==> src/logic/blc_pkg.sv <==
// Notes on behaviour
// RULE_01: While the hardware enable pin is low the block is off, its registers go to defaults, the bus is ignored and it reports shutdown.
// RULE_02: Once the hardware enable pin is high the block is on and takes register writes from the bus.
// RULE_03: Bits 2:1 of the enable control register switch the two current sinks one by one, and both are on after reset.
// RULE_04: The host programs the strings, sets the chip enable bit, then drives PWM or writes a non-zero code.
// RULE_05: After reset the chip enable bit is 1, the PWM source is chosen and the mapping is linear, so the block waits in standby on PWM.
// RULE_06: A non-zero PWM duty in the default setup becomes a linear 11-bit code that lights the LEDs with no bus writes.
// RULE_07: Standby turns the LEDs off but keeps every register value.
// RULE_08: Chip enable 0 means disabled, no string enabled means standby, and mode 00 with a zero code means standby.
// RULE_09: Mode 00 takes the register code, mode 01 the PWM code, modes 10 and 11 their product, with standby on any zero input.
// RULE_10: The register code is three bits in bits 2:0 of 0x18 and eight bits in bits 7:0 of 0x19.
// RULE_11: Bit 7 of the brightness control register picks exponential mapping when 1 and linear when 0.
// RULE_12: Linear current is 37.806 uA plus 12.195 uA per code step for codes 1 to 2047, and code 0 gives none.
// RULE_13: Exponential current is 50 uA times 1.003040572 to the power of the code for codes 1 to 2047, and code 0 gives none.
// RULE_14: In the product modes the upper 11 bits of the 22-bit product of both codes form the final code.
package blc_pkg;
    localparam int CLK_HZ = 200_000_000;
    localparam int PWM_SAMPLE_HZ = 4_000_000;
    localparam int PWM_SAMPLE_DIV = CLK_HZ / PWM_SAMPLE_HZ;
    localparam int PWM_WINDOW_LOG2 = 11;
    localparam logic [7:0] OFS_ENABLE = 8'h10;
    localparam logic [7:0] OFS_BRIGHT = 8'h11;
    localparam logic [7:0] OFS_CODE_LO = 8'h18;
    localparam logic [7:0] OFS_CODE_HI = 8'h19;
    localparam logic [7:0] OFS_STATUS = 8'h1c;
    localparam logic [7:0] RST_ENABLE = 8'h07;
    localparam logic [7:0] RST_BRIGHT = 8'h20;
    localparam logic [7:0] RST_CODE = 8'h00;
    localparam int BIT_CHIP_EN = 0;
    localparam int BIT_STR_LO = 1;
    localparam int BIT_STR_HI = 2;
    localparam int BIT_MODE_LO = 5;
    localparam int BIT_MODE_HI = 6;
    localparam int BIT_EXP = 7;
    localparam logic [6:0] DEV_ADDR = 7'h2a; // arbitrary bus address
    localparam logic [24:0] LIN_BASE_NA = 25'd37806;
    localparam logic [13:0] LIN_STEP_NA = 14'd12195;
    localparam logic [33:0] EXP_BASE_Q8 = 34'd12800000; // 50 uA in nA, 8 fraction bits
    localparam logic [20:0] EXP_RATIO_Q20 = 21'd1051764; // 1.003040572 in Q20
    localparam int EXP_FRAC = 20;

    typedef enum logic [1:0] {ST_DISABLED, ST_STANDBY, ST_ON} blc_op_type;
endpackage : blc_pkg

==> src/logic/blc_map_if.sv <==
`timescale 1ns/100ps
`default_nettype none
interface blc_map_if;
    logic [10:0] code;
    logic exp_sel;
    logic active;
    logic [24:0] current_na;
    logic busy;
    modport ctrl (output code, output exp_sel, output active, input current_na, input busy);
    modport mapper (input code, input exp_sel, input active, output current_na, output busy);
endinterface : blc_map_if
`default_nettype wire

==> src/logic/blc_mapper.sv <==
`timescale 1ns/100ps
`default_nettype none
module blc_mapper
    import blc_pkg::*;
(
    input wire logic sys_clk,
    input wire logic rst,
    blc_map_if.mapper m
);
    logic [10:0] last_code;
    logic last_exp;
    logic last_active;
    logic [10:0] steps;
    logic [33:0] acc;
    logic running;
    logic [54:0] prod;
    logic [24:0] lin_na;
    logic changed;

    assign prod = acc * EXP_RATIO_Q20;
    assign lin_na = LIN_BASE_NA + 25'(LIN_STEP_NA) * 25'(m.code); // RULE_12
    assign changed = (m.code != last_code) || (m.exp_sel != last_exp) || (m.active != last_active);
    assign m.busy = running;

    // exponent is built by repeated multiply; a full-scale change takes 2047 cycles, ~10 us
    always_ff @(posedge sys_clk)
    begin
        if (rst)
        begin
            last_code <= 11'h000;
            last_exp <= 1'b0;
            last_active <= 1'b0;
            steps <= 11'h000;
            acc <= EXP_BASE_Q8;
            running <= 1'b0;
            m.current_na <= 25'h0000000;
        end
        else if (changed)
        begin
            last_code <= m.code;
            last_exp <= m.exp_sel;
            last_active <= m.active;
            steps <= m.code;
            acc <= EXP_BASE_Q8;
            running <= m.exp_sel && m.active && (m.code != 11'h000);
            if (!m.active || m.code == 11'h000)
            begin
                m.current_na <= 25'h0000000; // RULE_12 RULE_13
            end
            else if (!m.exp_sel)
            begin
                m.current_na <= lin_na; // RULE_11 RULE_12
            end
        end
        else if (running)
        begin
            if (steps == 11'h000)
            begin
                running <= 1'b0;
                m.current_na <= acc[32:8]; // RULE_13
            end
            else
            begin
                acc <= prod[EXP_FRAC +: 34]; // RULE_13
                steps <= steps - 11'h001;
            end
        end
    end
endmodule : blc_mapper
`default_nettype wire

==> src/logic/blc_ctrl.sv <==
`timescale 1ns/100ps
`default_nettype none
module blc_ctrl
    import blc_pkg::*;
(
    input wire logic sys_clk,
    input wire logic srst,
    input wire logic hardware_enable_pin,
    input wire logic pwm_in,
    input wire logic scl_in,
    input wire logic sda_in,
    output logic sda_out,
    output logic sda_oe,
    output logic [1:0] sink_enable,
    output logic [24:0] led_current_na,
    output logic [10:0] final_code,
    output logic [1:0] op_state,
    output logic shutdown
);
    typedef enum {I_IDLE, I_ADDR, I_ADDR_ACK, I_REG, I_REG_ACK, I_WR, I_WR_ACK, I_RD,
        I_RD_ACK} blc_bus_type;

    logic [3:0] sy1, sy2, sy3, filt, filt_d;
    logic hw_en, pwm_f, scl_f, sda_f;
    logic dev_rst;
    logic scl_rise, scl_fall, start_ev, stop_ev;
    logic [7:0] enable_control, brightness_control, brightness_code_low, brightness_code_high;
    blc_bus_type bus_st;
    logic [2:0] bitcnt;
    logic byte_done;
    logic [7:0] shreg, ptr, rd_byte;
    logic rd_nack;
    logic rd_mode;
    logic wr_strobe;
    logic sample_en;
    logic [7:0] rd_next;
    logic [PWM_WINDOW_LOG2:0] next_high;
    logic [7:0] div_cnt;
    logic [PWM_WINDOW_LOG2-1:0] win_cnt;
    logic [PWM_WINDOW_LOG2:0] high_cnt;
    logic [10:0] pwm_code;
    logic [10:0] reg_code, sel_code;
    logic [21:0] product;
    logic [1:0] mode;
    logic sel_zero;
    blc_op_type next_state;
    blc_map_if map_bus ();

    // pin inputs: a change counts once stages two and three agree
    always_ff @(posedge sys_clk)
    begin
        if (srst)
        begin
            // scl and sda idle high, so no false edge follows reset
            sy1 <= 4'h3;
            sy2 <= 4'h3;
            sy3 <= 4'h3;
            filt <= 4'h3;
            filt_d <= 4'h3;
        end
        else
        begin
            sy1 <= {hardware_enable_pin, pwm_in, scl_in, sda_in};
            sy2 <= sy1;
            sy3 <= sy2;
            filt <= (sy2 == sy3) ? sy3 : filt;
            filt_d <= filt;
        end
    end

    assign hw_en = filt[3];
    assign pwm_f = filt[2];
    assign scl_f = filt[1];
    assign sda_f = filt[0];
    assign dev_rst = srst || !hw_en; // RULE_01
    assign scl_rise = scl_f && !filt_d[1];
    assign scl_fall = !scl_f && filt_d[1];
    assign start_ev = scl_f && filt_d[1] && !sda_f && filt_d[0];
    assign stop_ev = scl_f && filt_d[1] && sda_f && !filt_d[0];

    function automatic logic [7:0] read_reg(input logic [7:0] a);
        case (a)
            OFS_ENABLE: read_reg = enable_control;
            OFS_BRIGHT: read_reg = brightness_control;
            OFS_CODE_LO: read_reg = brightness_code_low;
            OFS_CODE_HI: read_reg = brightness_code_high;
            OFS_STATUS: read_reg = {6'h00, op_state};
            default: read_reg = 8'h00;
        endcase
    endfunction : read_reg

    assign rd_next = read_reg(ptr);
    assign wr_strobe = (bus_st == I_WR) && scl_fall && byte_done; // RULE_02

    // bus engine; the pointer advances after each data byte so a host can stream
    always_ff @(posedge sys_clk)
    begin
        if (dev_rst) // RULE_01
        begin
            bus_st <= I_IDLE;
            bitcnt <= 3'h0;
            byte_done <= 1'b0;
            shreg <= 8'h00;
            ptr <= 8'h00;
            rd_byte <= 8'h00;
            rd_nack <= 1'b0;
            rd_mode <= 1'b0;
            sda_out <= 1'b0;
            sda_oe <= 1'b0;
        end
        else if (start_ev)
        begin
            bus_st <= I_ADDR;
            bitcnt <= 3'h0;
            byte_done <= 1'b0;
            sda_oe <= 1'b0;
        end
        else if (stop_ev)
        begin
            bus_st <= I_IDLE;
            sda_oe <= 1'b0;
        end
        else
        begin
            case (bus_st)
                I_ADDR, I_REG, I_WR:
                begin
                    if (scl_rise && !byte_done)
                    begin
                        shreg <= {shreg[6:0], sda_f};
                        bitcnt <= bitcnt + 3'h1;
                        byte_done <= (bitcnt == 3'h7);
                    end
                    else if (scl_fall && byte_done)
                    begin
                        byte_done <= 1'b0;
                        bitcnt <= 3'h0;
                        if (bus_st == I_ADDR)
                        begin
                            if (shreg[7:1] == DEV_ADDR)
                            begin
                                rd_mode <= shreg[0];
                                sda_oe <= 1'b1;
                                bus_st <= I_ADDR_ACK;
                            end
                            else
                            begin
                                bus_st <= I_IDLE;
                            end
                        end
                        else if (bus_st == I_REG)
                        begin
                            ptr <= shreg;
                            sda_oe <= 1'b1;
                            bus_st <= I_REG_ACK;
                        end
                        else
                        begin
                            ptr <= ptr + 8'h01;
                            sda_oe <= 1'b1;
                            bus_st <= I_WR_ACK;
                        end
                    end
                end
                I_ADDR_ACK:
                begin
                    if (scl_fall)
                    begin
                        if (rd_mode)
                        begin
                            rd_byte <= rd_next;
                            sda_oe <= !rd_next[7];
                            bitcnt <= 3'h0;
                            bus_st <= I_RD;
                        end
                        else
                        begin
                            sda_oe <= 1'b0;
                            bus_st <= I_REG;
                        end
                    end
                end
                I_REG_ACK, I_WR_ACK:
                begin
                    if (scl_fall)
                    begin
                        sda_oe <= 1'b0;
                        bus_st <= I_WR;
                    end
                end
                I_RD:
                begin
                    if (scl_fall)
                    begin
                        if (bitcnt == 3'h7)
                        begin
                            sda_oe <= 1'b0;
                            bitcnt <= 3'h0;
                            bus_st <= I_RD_ACK;
                        end
                        else
                        begin
                            bitcnt <= bitcnt + 3'h1;
                            rd_byte <= {rd_byte[6:0], 1'b0};
                            sda_oe <= !rd_byte[6];
                        end
                    end
                end
                I_RD_ACK:
                begin
                    if (scl_rise)
                    begin
                        rd_nack <= sda_f;
                        ptr <= ptr + 8'h01;
                    end
                    else if (scl_fall)
                    begin
                        if (rd_nack)
                        begin
                            bus_st <= I_IDLE;
                        end
                        else
                        begin
                            rd_byte <= rd_next;
                            sda_oe <= !rd_next[7];
                            bus_st <= I_RD;
                        end
                    end
                end
                default:
                begin
                    bus_st <= I_IDLE;
                end
            endcase
        end
    end

    // only srst or the pin clears registers; standby leaves them alone
    always_ff @(posedge sys_clk)
    begin
        if (dev_rst) // RULE_01
        begin
            enable_control <= RST_ENABLE; // RULE_03 RULE_05
            brightness_control <= RST_BRIGHT; // RULE_05
            brightness_code_low <= RST_CODE;
            brightness_code_high <= RST_CODE;
        end
        else if (wr_strobe) // RULE_02 RULE_07
        begin
            case (ptr)
                OFS_ENABLE: enable_control <= shreg;
                OFS_BRIGHT: brightness_control <= shreg;
                OFS_CODE_LO: brightness_code_low <= shreg;
                OFS_CODE_HI: brightness_code_high <= shreg;
                default: ;
            endcase
        end
    end

    // duty is counted over a fixed window of samples; a full window saturates at 2047
    assign sample_en = (div_cnt == 8'(PWM_SAMPLE_DIV - 1));
    assign next_high = high_cnt + {11'h000, pwm_f};

    always_ff @(posedge sys_clk)
    begin
        if (dev_rst)
        begin
            div_cnt <= 8'h00;
            win_cnt <= 11'h000;
            high_cnt <= 12'h000;
            pwm_code <= 11'h000;
        end
        else
        begin
            div_cnt <= sample_en ? 8'h00 : div_cnt + 8'h01;
            if (sample_en)
            begin
                win_cnt <= win_cnt + 11'h001;
                if (win_cnt == 11'h7ff)
                begin
                    pwm_code <= next_high[PWM_WINDOW_LOG2] ? 11'h7ff : next_high[10:0]; // RULE_06
                    high_cnt <= 12'h000;
                end
                else
                begin
                    high_cnt <= next_high;
                end
            end
        end
    end

    assign reg_code = {brightness_code_high, brightness_code_low[2:0]}; // RULE_10
    assign mode = brightness_control[BIT_MODE_HI:BIT_MODE_LO];
    assign product = 22'(reg_code) * 22'(pwm_code); // RULE_14

    always_comb
    begin
        case (mode)
            2'b00: sel_code = reg_code; // RULE_09
            2'b01: sel_code = pwm_code; // RULE_09
            default: sel_code = product[21:11]; // RULE_09 RULE_14
        endcase
    end

    // a product whose upper bits are zero is dark, so it counts as standby too
    assign sel_zero = (sel_code == 11'h000);

    always_comb
    begin
        next_state = ST_ON;
        if (!enable_control[BIT_CHIP_EN])
            next_state = ST_DISABLED; // RULE_08
        else if (enable_control[BIT_STR_HI:BIT_STR_LO] == 2'b00)
            next_state = ST_STANDBY; // RULE_08
        else if (sel_zero)
            next_state = ST_STANDBY; // RULE_08 RULE_09
    end

    always_ff @(posedge sys_clk)
    begin
        if (dev_rst) // RULE_01
        begin
            op_state <= ST_DISABLED;
            final_code <= 11'h000;
            sink_enable <= RST_ENABLE[BIT_STR_HI:BIT_STR_LO];
            shutdown <= 1'b1;
        end
        else
        begin
            op_state <= next_state;
            final_code <= (next_state == ST_ON) ? sel_code : 11'h000; // RULE_06 RULE_09
            sink_enable <= enable_control[BIT_STR_HI:BIT_STR_LO]; // RULE_03
            shutdown <= (next_state != ST_ON); // RULE_07
        end
    end

    assign map_bus.code = final_code;
    assign map_bus.exp_sel = brightness_control[BIT_EXP]; // RULE_11
    assign map_bus.active = (op_state == ST_ON);

    blc_mapper u_map (
        .sys_clk(sys_clk),
        .rst(dev_rst),
        .m(map_bus.mapper)
    );

    // old current holds while an exponential value is rebuilt, trading latency for no glitch
    always_ff @(posedge sys_clk)
    begin
        if (dev_rst) // RULE_01
            led_current_na <= 25'h0000000;
        else if (!map_bus.busy)
            led_current_na <= map_bus.current_na; // RULE_12 RULE_13
    end
endmodule : blc_ctrl
`default_nettype wire

==> config.mk <==
export PLATFORM = sky130hd
export DESIGN_NAME = blc_ctrl
export DESIGN_NICKNAME = d
export VERILOG_FILES = /design/src/logic/blc_pkg.sv /design/src/logic/blc_map_if.sv /design/src/logic/blc_mapper.sv /design/src/logic/blc_ctrl.sv
export SDC_FILE = /design/constraint.sdc
export NUM_CORES = 2
export LEC_CHECK = 0
export BUFFER_PORTS_ARGS = -buffer_cell sky130_fd_sc_hd__buf_2
export CAP_MARGIN = 20
export CORE_MARGIN = 3
export CORE_UTILIZATION = 50
export CTS_CLUSTER_SIZE = 30
export DETAILED_ROUTE_END_ITERATION = 6
export PLACE_DENSITY = 0.65
export SYNTH_ARGS = -nofsm -noshare
export SYNTH_HDL_FRONTEND = slang
export SYNTH_HIERARCHICAL = 1
export SYNTH_SLANG_ARGS = --single-unit
export TNS_END_PERCENT = 10
==> constraint.sdc <==
create_clock -name sys_clk -period 7 [get_ports sys_clk]
set_input_delay 1.05 -clock sys_clk [delete_from_list [all_inputs] [get_ports sys_clk]]
set_output_delay 1.05 -clock sys_clk [all_outputs]
set_load 0.05 [all_outputs]
# Yosys cells after proc, flatten, opt, wreduce, memory -nomap -nowiden
# Index checks and enable logic that the tools add are counted.
[word_totals]
regBits = 279
in_bits = 6
out_inout_bits = 43
word_cells = 237
[op_classes]
add_sub_neg = 7
mul = 3
n_eq_ne = 53
mux = 70
bitwise = 5
reduce_logical = 64
[ops]
columns = ["operator", "count"]
rows = [
  ["32-bit 2-to-1 mux", 9],
  ["32-bit by 3-bit equality test with 1-bit output, second input constant", 5],
  ["32-bit case mux with 5 select lines", 1],
  ["25-bit 2-to-1 mux", 5],
  ["32-bit by 2-bit equality test with 1-bit output, second input constant", 3],
  ["32-bit by 4-bit equality test with 1-bit output, second input constant", 2],
  ["34-bit by 19-bit multiplier with 52-bit output, second input constant", 1],
  ["7-bit 2-to-1 mux", 7],
  ["11-bit 2-to-1 mux", 4],
  ["8-bit by 5-bit equality test with 1-bit output, second input constant", 5],
  ["8-bit 2-to-1 mux", 5],
  ["8-bit case mux with 5 select lines", 1],
  ["11-bit logical NOT", 3],
  ["32-bit by 1-bit equality test with 1-bit output, second input constant", 1],
  ["4-bit != test, second input constant", 8],
  ["2-bit != test, second input constant", 14],
  ["16-bit by 25-bit adder with 25-bit output, first input constant", 1],
  ["14-bit by 11-bit multiplier with 25-bit output, first input constant", 1],
  ["3-bit 2-to-1 mux", 8],
  ["11-bit by 11-bit multiplier with 22-bit output", 1],
  ["11-bit case mux with 2 select lines", 1],
  ["7-bit case mux with 3 select lines", 1],
  ["10-bit AND reduction", 2],
  ["1-bit 2-to-1 mux", 19],
  ["38 further kinds", 94],
]

# Longest topological paths before layout
[logic_depth]
word_depth = 9
mapped_depth = 23

# Cells and area by module
# Netlist, hierarchy kept.
[modules_own_cells]
columns = ["module", "n_inst", "cells_each", "area_per_inst_um2", "seq_area_each_um2"]
rows = [
  ["blc_mapper", 1, 1456, 13778.2, 1681.6],
  ["blc_ctrl", 1, 1305, 11319.6, 3343.2],
]

# Worst setup path after synthesis
# Ideal clock, no wire load.
[synth_timing]
kind = "register -> register"
start = "register brightness_code_low[0]"
end = "register final_code[9]"
setup_time_ns = 0.132
t_arrival_ns = 5.492
slack_ns = 1.376
stages_incl_launch_ff = 21
cell_sequence = "dfxtp_1 > clkbuf_1 > nand2_1 > fa_1 > fa_1 > inv_1 > fa_1 > fa_1 > inv_1 > fa_1 > inv_1 > ha_1 > and4_4 > and3_4 > a21oi_2 > o21ai_1 > mux2_4 > nor4_4 > nand4_2 > o31ai_2 > a211oi_1"
[synth_between]
elab_chain_cells = 9
[synth_lines]
columns = ["element", "line", "source"]
rows = [
  ["start: declaration", "blc_ctrl.sv:27", "logic [7:0] enable_control, brightness_control, brightness_code_low, brightness_code_high;"],
  ["start signal: assignment", "blc_ctrl.sv:253", "OFS_CODE_LO: brightness_code_low <= shreg;"],
  ["11-bit by 11-bit multiplier with 22-bit output", "blc_ctrl.sv:294", "assign product = 22'(reg_code) * 22'(pwm_code);"],
  ["11-bit case mux with 2 select lines *", "blc_ctrl.sv:298", "case (mode)"],
  ["11-bit logical NOT", "blc_ctrl.sv:306", "assign sel_zero = (sel_code == 11'h000);"],
  ["2-bit 2-to-1 mux", "blc_ctrl.sv:315", "else if (sel_zero)"],
  ["2-bit 2-to-1 mux", "blc_ctrl.sv:313", "else if (enable_control[BIT_STR_HI:BIT_STR_LO] == 2'b00)"],
  ["2-bit 2-to-1 mux", "blc_ctrl.sv:311", "if (!enable_control[BIT_CHIP_EN])"],
  ["2-bit equality test", "blc_ctrl.sv:331", "final_code <= (next_state == ST_ON) ? sel_code : 11'h000;"],
  ["1-bit inverter (no source line)", "n/a", ""],
  ["2-bit OR reduction (no source line)", "n/a", ""],
  ["end signal: assignment", "blc_ctrl.sv:331", ""],
  ["end: declaration", "blc_ctrl.sv:16", "output logic [10:0] final_code,"],
]
# Every way passes the cells marked *; elsewhere a longest branch is shown, timed or not.
# A chain may end at the register's enable or synchronous reset.

# Worst setup path after layout
[layout_timing]
start = "register brightness_code_high[5]"
end = "register final_code[9]"
[layout_between]
elab_chain_cells = 9
[layout_lines]
columns = ["element", "line", "source"]
rows = [
  ["start: declaration", "blc_ctrl.sv:27", ""],
  ["start signal: assignment", "blc_ctrl.sv:254", "OFS_CODE_HI: brightness_code_high <= shreg;"],
  ["11-bit by 11-bit multiplier with 22-bit output", "blc_ctrl.sv:294", ""],
  ["11-bit case mux with 2 select lines *", "blc_ctrl.sv:298", ""],
  ["11-bit logical NOT", "blc_ctrl.sv:306", ""],
  ["2-bit 2-to-1 mux", "blc_ctrl.sv:315", ""],
  ["2-bit 2-to-1 mux", "blc_ctrl.sv:313", ""],
  ["2-bit 2-to-1 mux", "blc_ctrl.sv:311", ""],
  ["2-bit equality test", "blc_ctrl.sv:331", ""],
  ["1-bit inverter (no source line)", "n/a", ""],
  ["2-bit OR reduction (no source line)", "n/a", ""],
]
# Marked as above.

==> impl_results.md <==
- Top FF cell, synth: dfxtp_1
- Most common cell in the synthesized netlist: inv_1
- Overflow after GRT: 0
- H-tree depth: 1
- # setup viols final: 0
- Cell Rows: 81
- WS Path Type: reg2reg
- FF-to-FF path depth: 19
- CTS resizes: 0
- Pleak: around 13 nW
- Share of the synthesized area in the top cell type: 22.2%
- CP max stage delay: 710 ps
- Slew Viols, Final: 0
- Routed Antenna Nets: 0
- Port-buffer cells: 47
- Count of cell types in the netlist: 81
- Average vias per placed instance: about 5.5
- Worst vdd ir: approximately 170 uV
- Ports: 49
- Min-Delay Path Depth: 1
- Bufs on Longest Clock Path: 3
- R2R Setup Slk: about 740 ps
- Setup repair bufs after CTS: 0
- Routed vias: 19000
- Crit share post-route: slightly below 90%
- Detailed placement HPWL: about 49000 um
- Number of enable flip-flop cells after synthesis: 0
- Post-synth top cells: 397 x inv_1, 349 x ha_1, 278 x fa_1, 251 x dfxtp_1, 230 x nor2_1
- Most used cell, CP: fa_1
- Antenna cells: 0
- Hold buffer count at cts: 0
- Crit-path cells: nand2_1 -> fa_1 -> inv_1 -> fa_1 -> fa_1 -> fa_1 -> inv_1 -> fa_1 -> inv_1 -> ha_1 -> and2_1 -> o2111ai_1 -> or2_2 -> o22ai_1 -> mux2i_1 -> and3_1 -> nand4_2 -> o31ai_2 -> a211oi_1
- Drt total wl: 61300 um
- Avg Cell Area, Syn: 9.09 um^2
- First drt pass iteration count: 7
- R2R Path End: final_code[9]$_SDFF_PP0_
- Cell Area, Synth: 25100 um^2
- Fin nets: approximately 3400
- Pwr/cell area: between 100 and 150 nW/um^2
- Drt drc: 0
- CP arrival: between 6000 and 7000 ps
- Crit-path slowest cell: dfxtp_1
- Top cells by area, synth: fa_1 22%, dfxtp_1 20%, ha_1 17%, inv_1 5.9%, mux2i_1 3.8%
- CP Capture Type: register
- Worst slew margin: roughly 33%
- Hold EP: sy2[1]$_SDFF_PP1_
- Final min period: about 6300 ps
- CTS root buf: clkbuf_16
- Final design utilization: 54.8%
- F_max: 0.160 GHz
- FFs w/ async S/R, synth: 0%
- CTS tree: yes
- Syn Inst Count: roughly 2800
- Initial Util: between 50% and 60%
- Total nets after synthesis: approximately 3400
- Core area: 49300 um^2
- CP startpoint kind: register
- Area leader, netlist: fa_1
- Clock Sinks: 251
- Outcome: finished, final reports clean
- Hold/Removal Path Class: reg2reg
- Final GP Congestion: between 0.9 and 1
- Die H: ~230 um
- Setup Skew: between 10 and 15 ps
- Share of cells above drive strength 1: 6.11%
- Hold_sp: sy1[1]$_SDFF_PP1_
- Synth Warn #: 6
- Antenna violations before repair: 0
- Die span in x: ~230 um
- Number of hold violations in the final report: 0
- RSZ-0062 raised after global routing: no
- Clock latency on the worst-skew pair: 560 ps
- CP required: around 7400 ps
- RR Startpoint: brightness_code_high[5]$_SDFFE_PP0P_
- Vias in the first global route: 19800
- Gr usage total: a little under a quarter
- Fillers: about 4500
- Global-route wire length before repair: between 100000 and 150000 um
- CTS clk-pin slew, worst paths: 60 ps
- Max cap viols: 0
- CP max FO: 14
- Die area: between 50000 and 60000 um^2
- Slew at the pin closest to its max-slew limit: approximately 1000 ps
- Register area share after synthesis: between 20% and 30%
- Drt initial violations: roughly 970
- P&R area growth vs syn: 7.48%
- Number of CTS-inserted buffers: 28
- Register bit total from synthesis: ~250
- Routed len/inst: roughly 18 um
- Largest net degree at the start of global routing: 79
- Post-route setup TNS: 0 ps
[critical path: cells and delay by family, from the launching register on]
family / cells / cell delay (ps)
muxes: 1 / 330
and+or+nand+nor: 5 / 1030
AOI/OAI and AO/OA: 4 / 830
DFF: 1 / 710
adders and majority gates: 6 / 3060
buffers and inverters: 3 / 150
[cell families (layout without fill, tap and decap cells)]
kind of cell               count (synthesis)  after routing  share of synthesized area (%)
and+or+nand+nor                          736            736                           14.0
adders and majority gates                627            627                           39.6
buffers and inverters                    506            528                           7.67
AOI/OAI and AO/OA                        432            432                           11.0
DFF                                      251            251                           20.0
xor gates and xnor gates                 110            110                           3.84
muxes                                     98             98                           3.93
other                                      1              1                         0.0149
[metrics by stage]
step	instance area [um^2]	setup WS (ps)	std cells	hold slack (ps)	total power, mW
6_report	27000	735	3447	408	3.05
5_1_grt	27000	392	3447	432	3.14
4_1_cts	27000	727	3447	408	3.09
3_5_place_dp	26000	741	3397	394	1.50
3_3_place_gp	26000	802	3397	396	1.50
2_1_floorplan	25100	1380	2761	389	1.49
[final cells by class]
| type | count | area (um^2) | area share (%) |
|---|---|---|---|
| timing repair buffer | 81 | 490 | 1.82 |
| tap | 664 | 831 | 3.08 |
| clock inverter | 13 | 233 | 0.863 |
| sequential | 251 | 5020 | 18.6 |
| clock buffer | 37 | 754 | 2.80 |
| inverter | 397 | 1490 | 5.53 |
| multi-input combinational | 2004 | 18100 | 67.3 |
[routing by layer]
| metal | vias up | wire length [um] | GRT usage (%) |
|---|---|---|---|
| met5 | - | 0 | 0 |
| met4 | 0 | 1810 | 6.25 |
| met2 | 448 | 29200 | 40.0 |
| li1 | 9138 | - | - |
| met1 | 9338 | 27000 | 31.0 |
| met3 | 113 | 3330 | 3.67 |
[sequential cells by signal (all words and copies together) (netlist names), 11 cells and up]
| signal | cells |
|---|---|
| final_code | 11 |
| high_cnt | 12 |
| led_current_na | 25 |
| pwm_code | 11 |
| u_map/acc | 34 |
| u_map/last_code | 11 |
| u_map/m.current_na | 25 |
| u_map/steps | 11 |
| win_cnt | 11 |
[worst max path at each step]
| stage | from | end | slack, ps | cells after the start |
|---|---|---|---|---|
| global route | u_map/acc[21]$_SDFFE_PP0P_ | u_map/acc[27]$_SDFFE_PP0P_ | 390 | 19 |
| CTS | brightness_code_high[5]$_SDFFE_PP0P_ | final_code[9]$_SDFF_PP0_ | 730 | 19 |
| finish | brightness_code_high[5]$_SDFFE_PP0P_ | final_code[9]$_SDFF_PP0_ | 740 | 19 |
| detailed placement | brightness_code_high[5]$_SDFFE_PP0P_ | final_code[9]$_SDFF_PP0_ | 740 | 19 |
| global placement | brightness_code_high[5]$_SDFFE_PP0P_ | final_code[9]$_SDFF_PP0_ | 800 | 19 |
| floorplan | brightness_code_low[0]$_SDFFE_PP0P_ | final_code[9]$_SDFF_PP0_ | 1380 | 20 |
[layout by cell type (no fill, tap or decap), types with 34 or more instances in the layout]
cell type	Yosys	final
and2_1	77	77
inv_1	397	396
buf_4	1	34
fa_1	278	278
nor2_1	230	230
ha_1	349	349
a21oi_1	130	130
mux2i_1	96	96
dfxtp_1	251	251
xnor2_1	66	66
xor2_1	44	44
nand2_1	218	218
a211oi_1	54	54
buf_2	18	47
o21ai_0	94	94
nand3_1	40	40
[where the power goes]
| group | internal [mW] | leakage (nW) | switching, mW |
|---|---|---|---|
| clock | 0.978 | 0.480 | 0.606 |
| sequential | 1.43 | 2.02 | 0.00679 |
| combinational | 0.0116 | 10.4 | 0.0172 |
| total | 2.42 | 12.9 | 0.630 |
(Power assumes the default switching activity.)
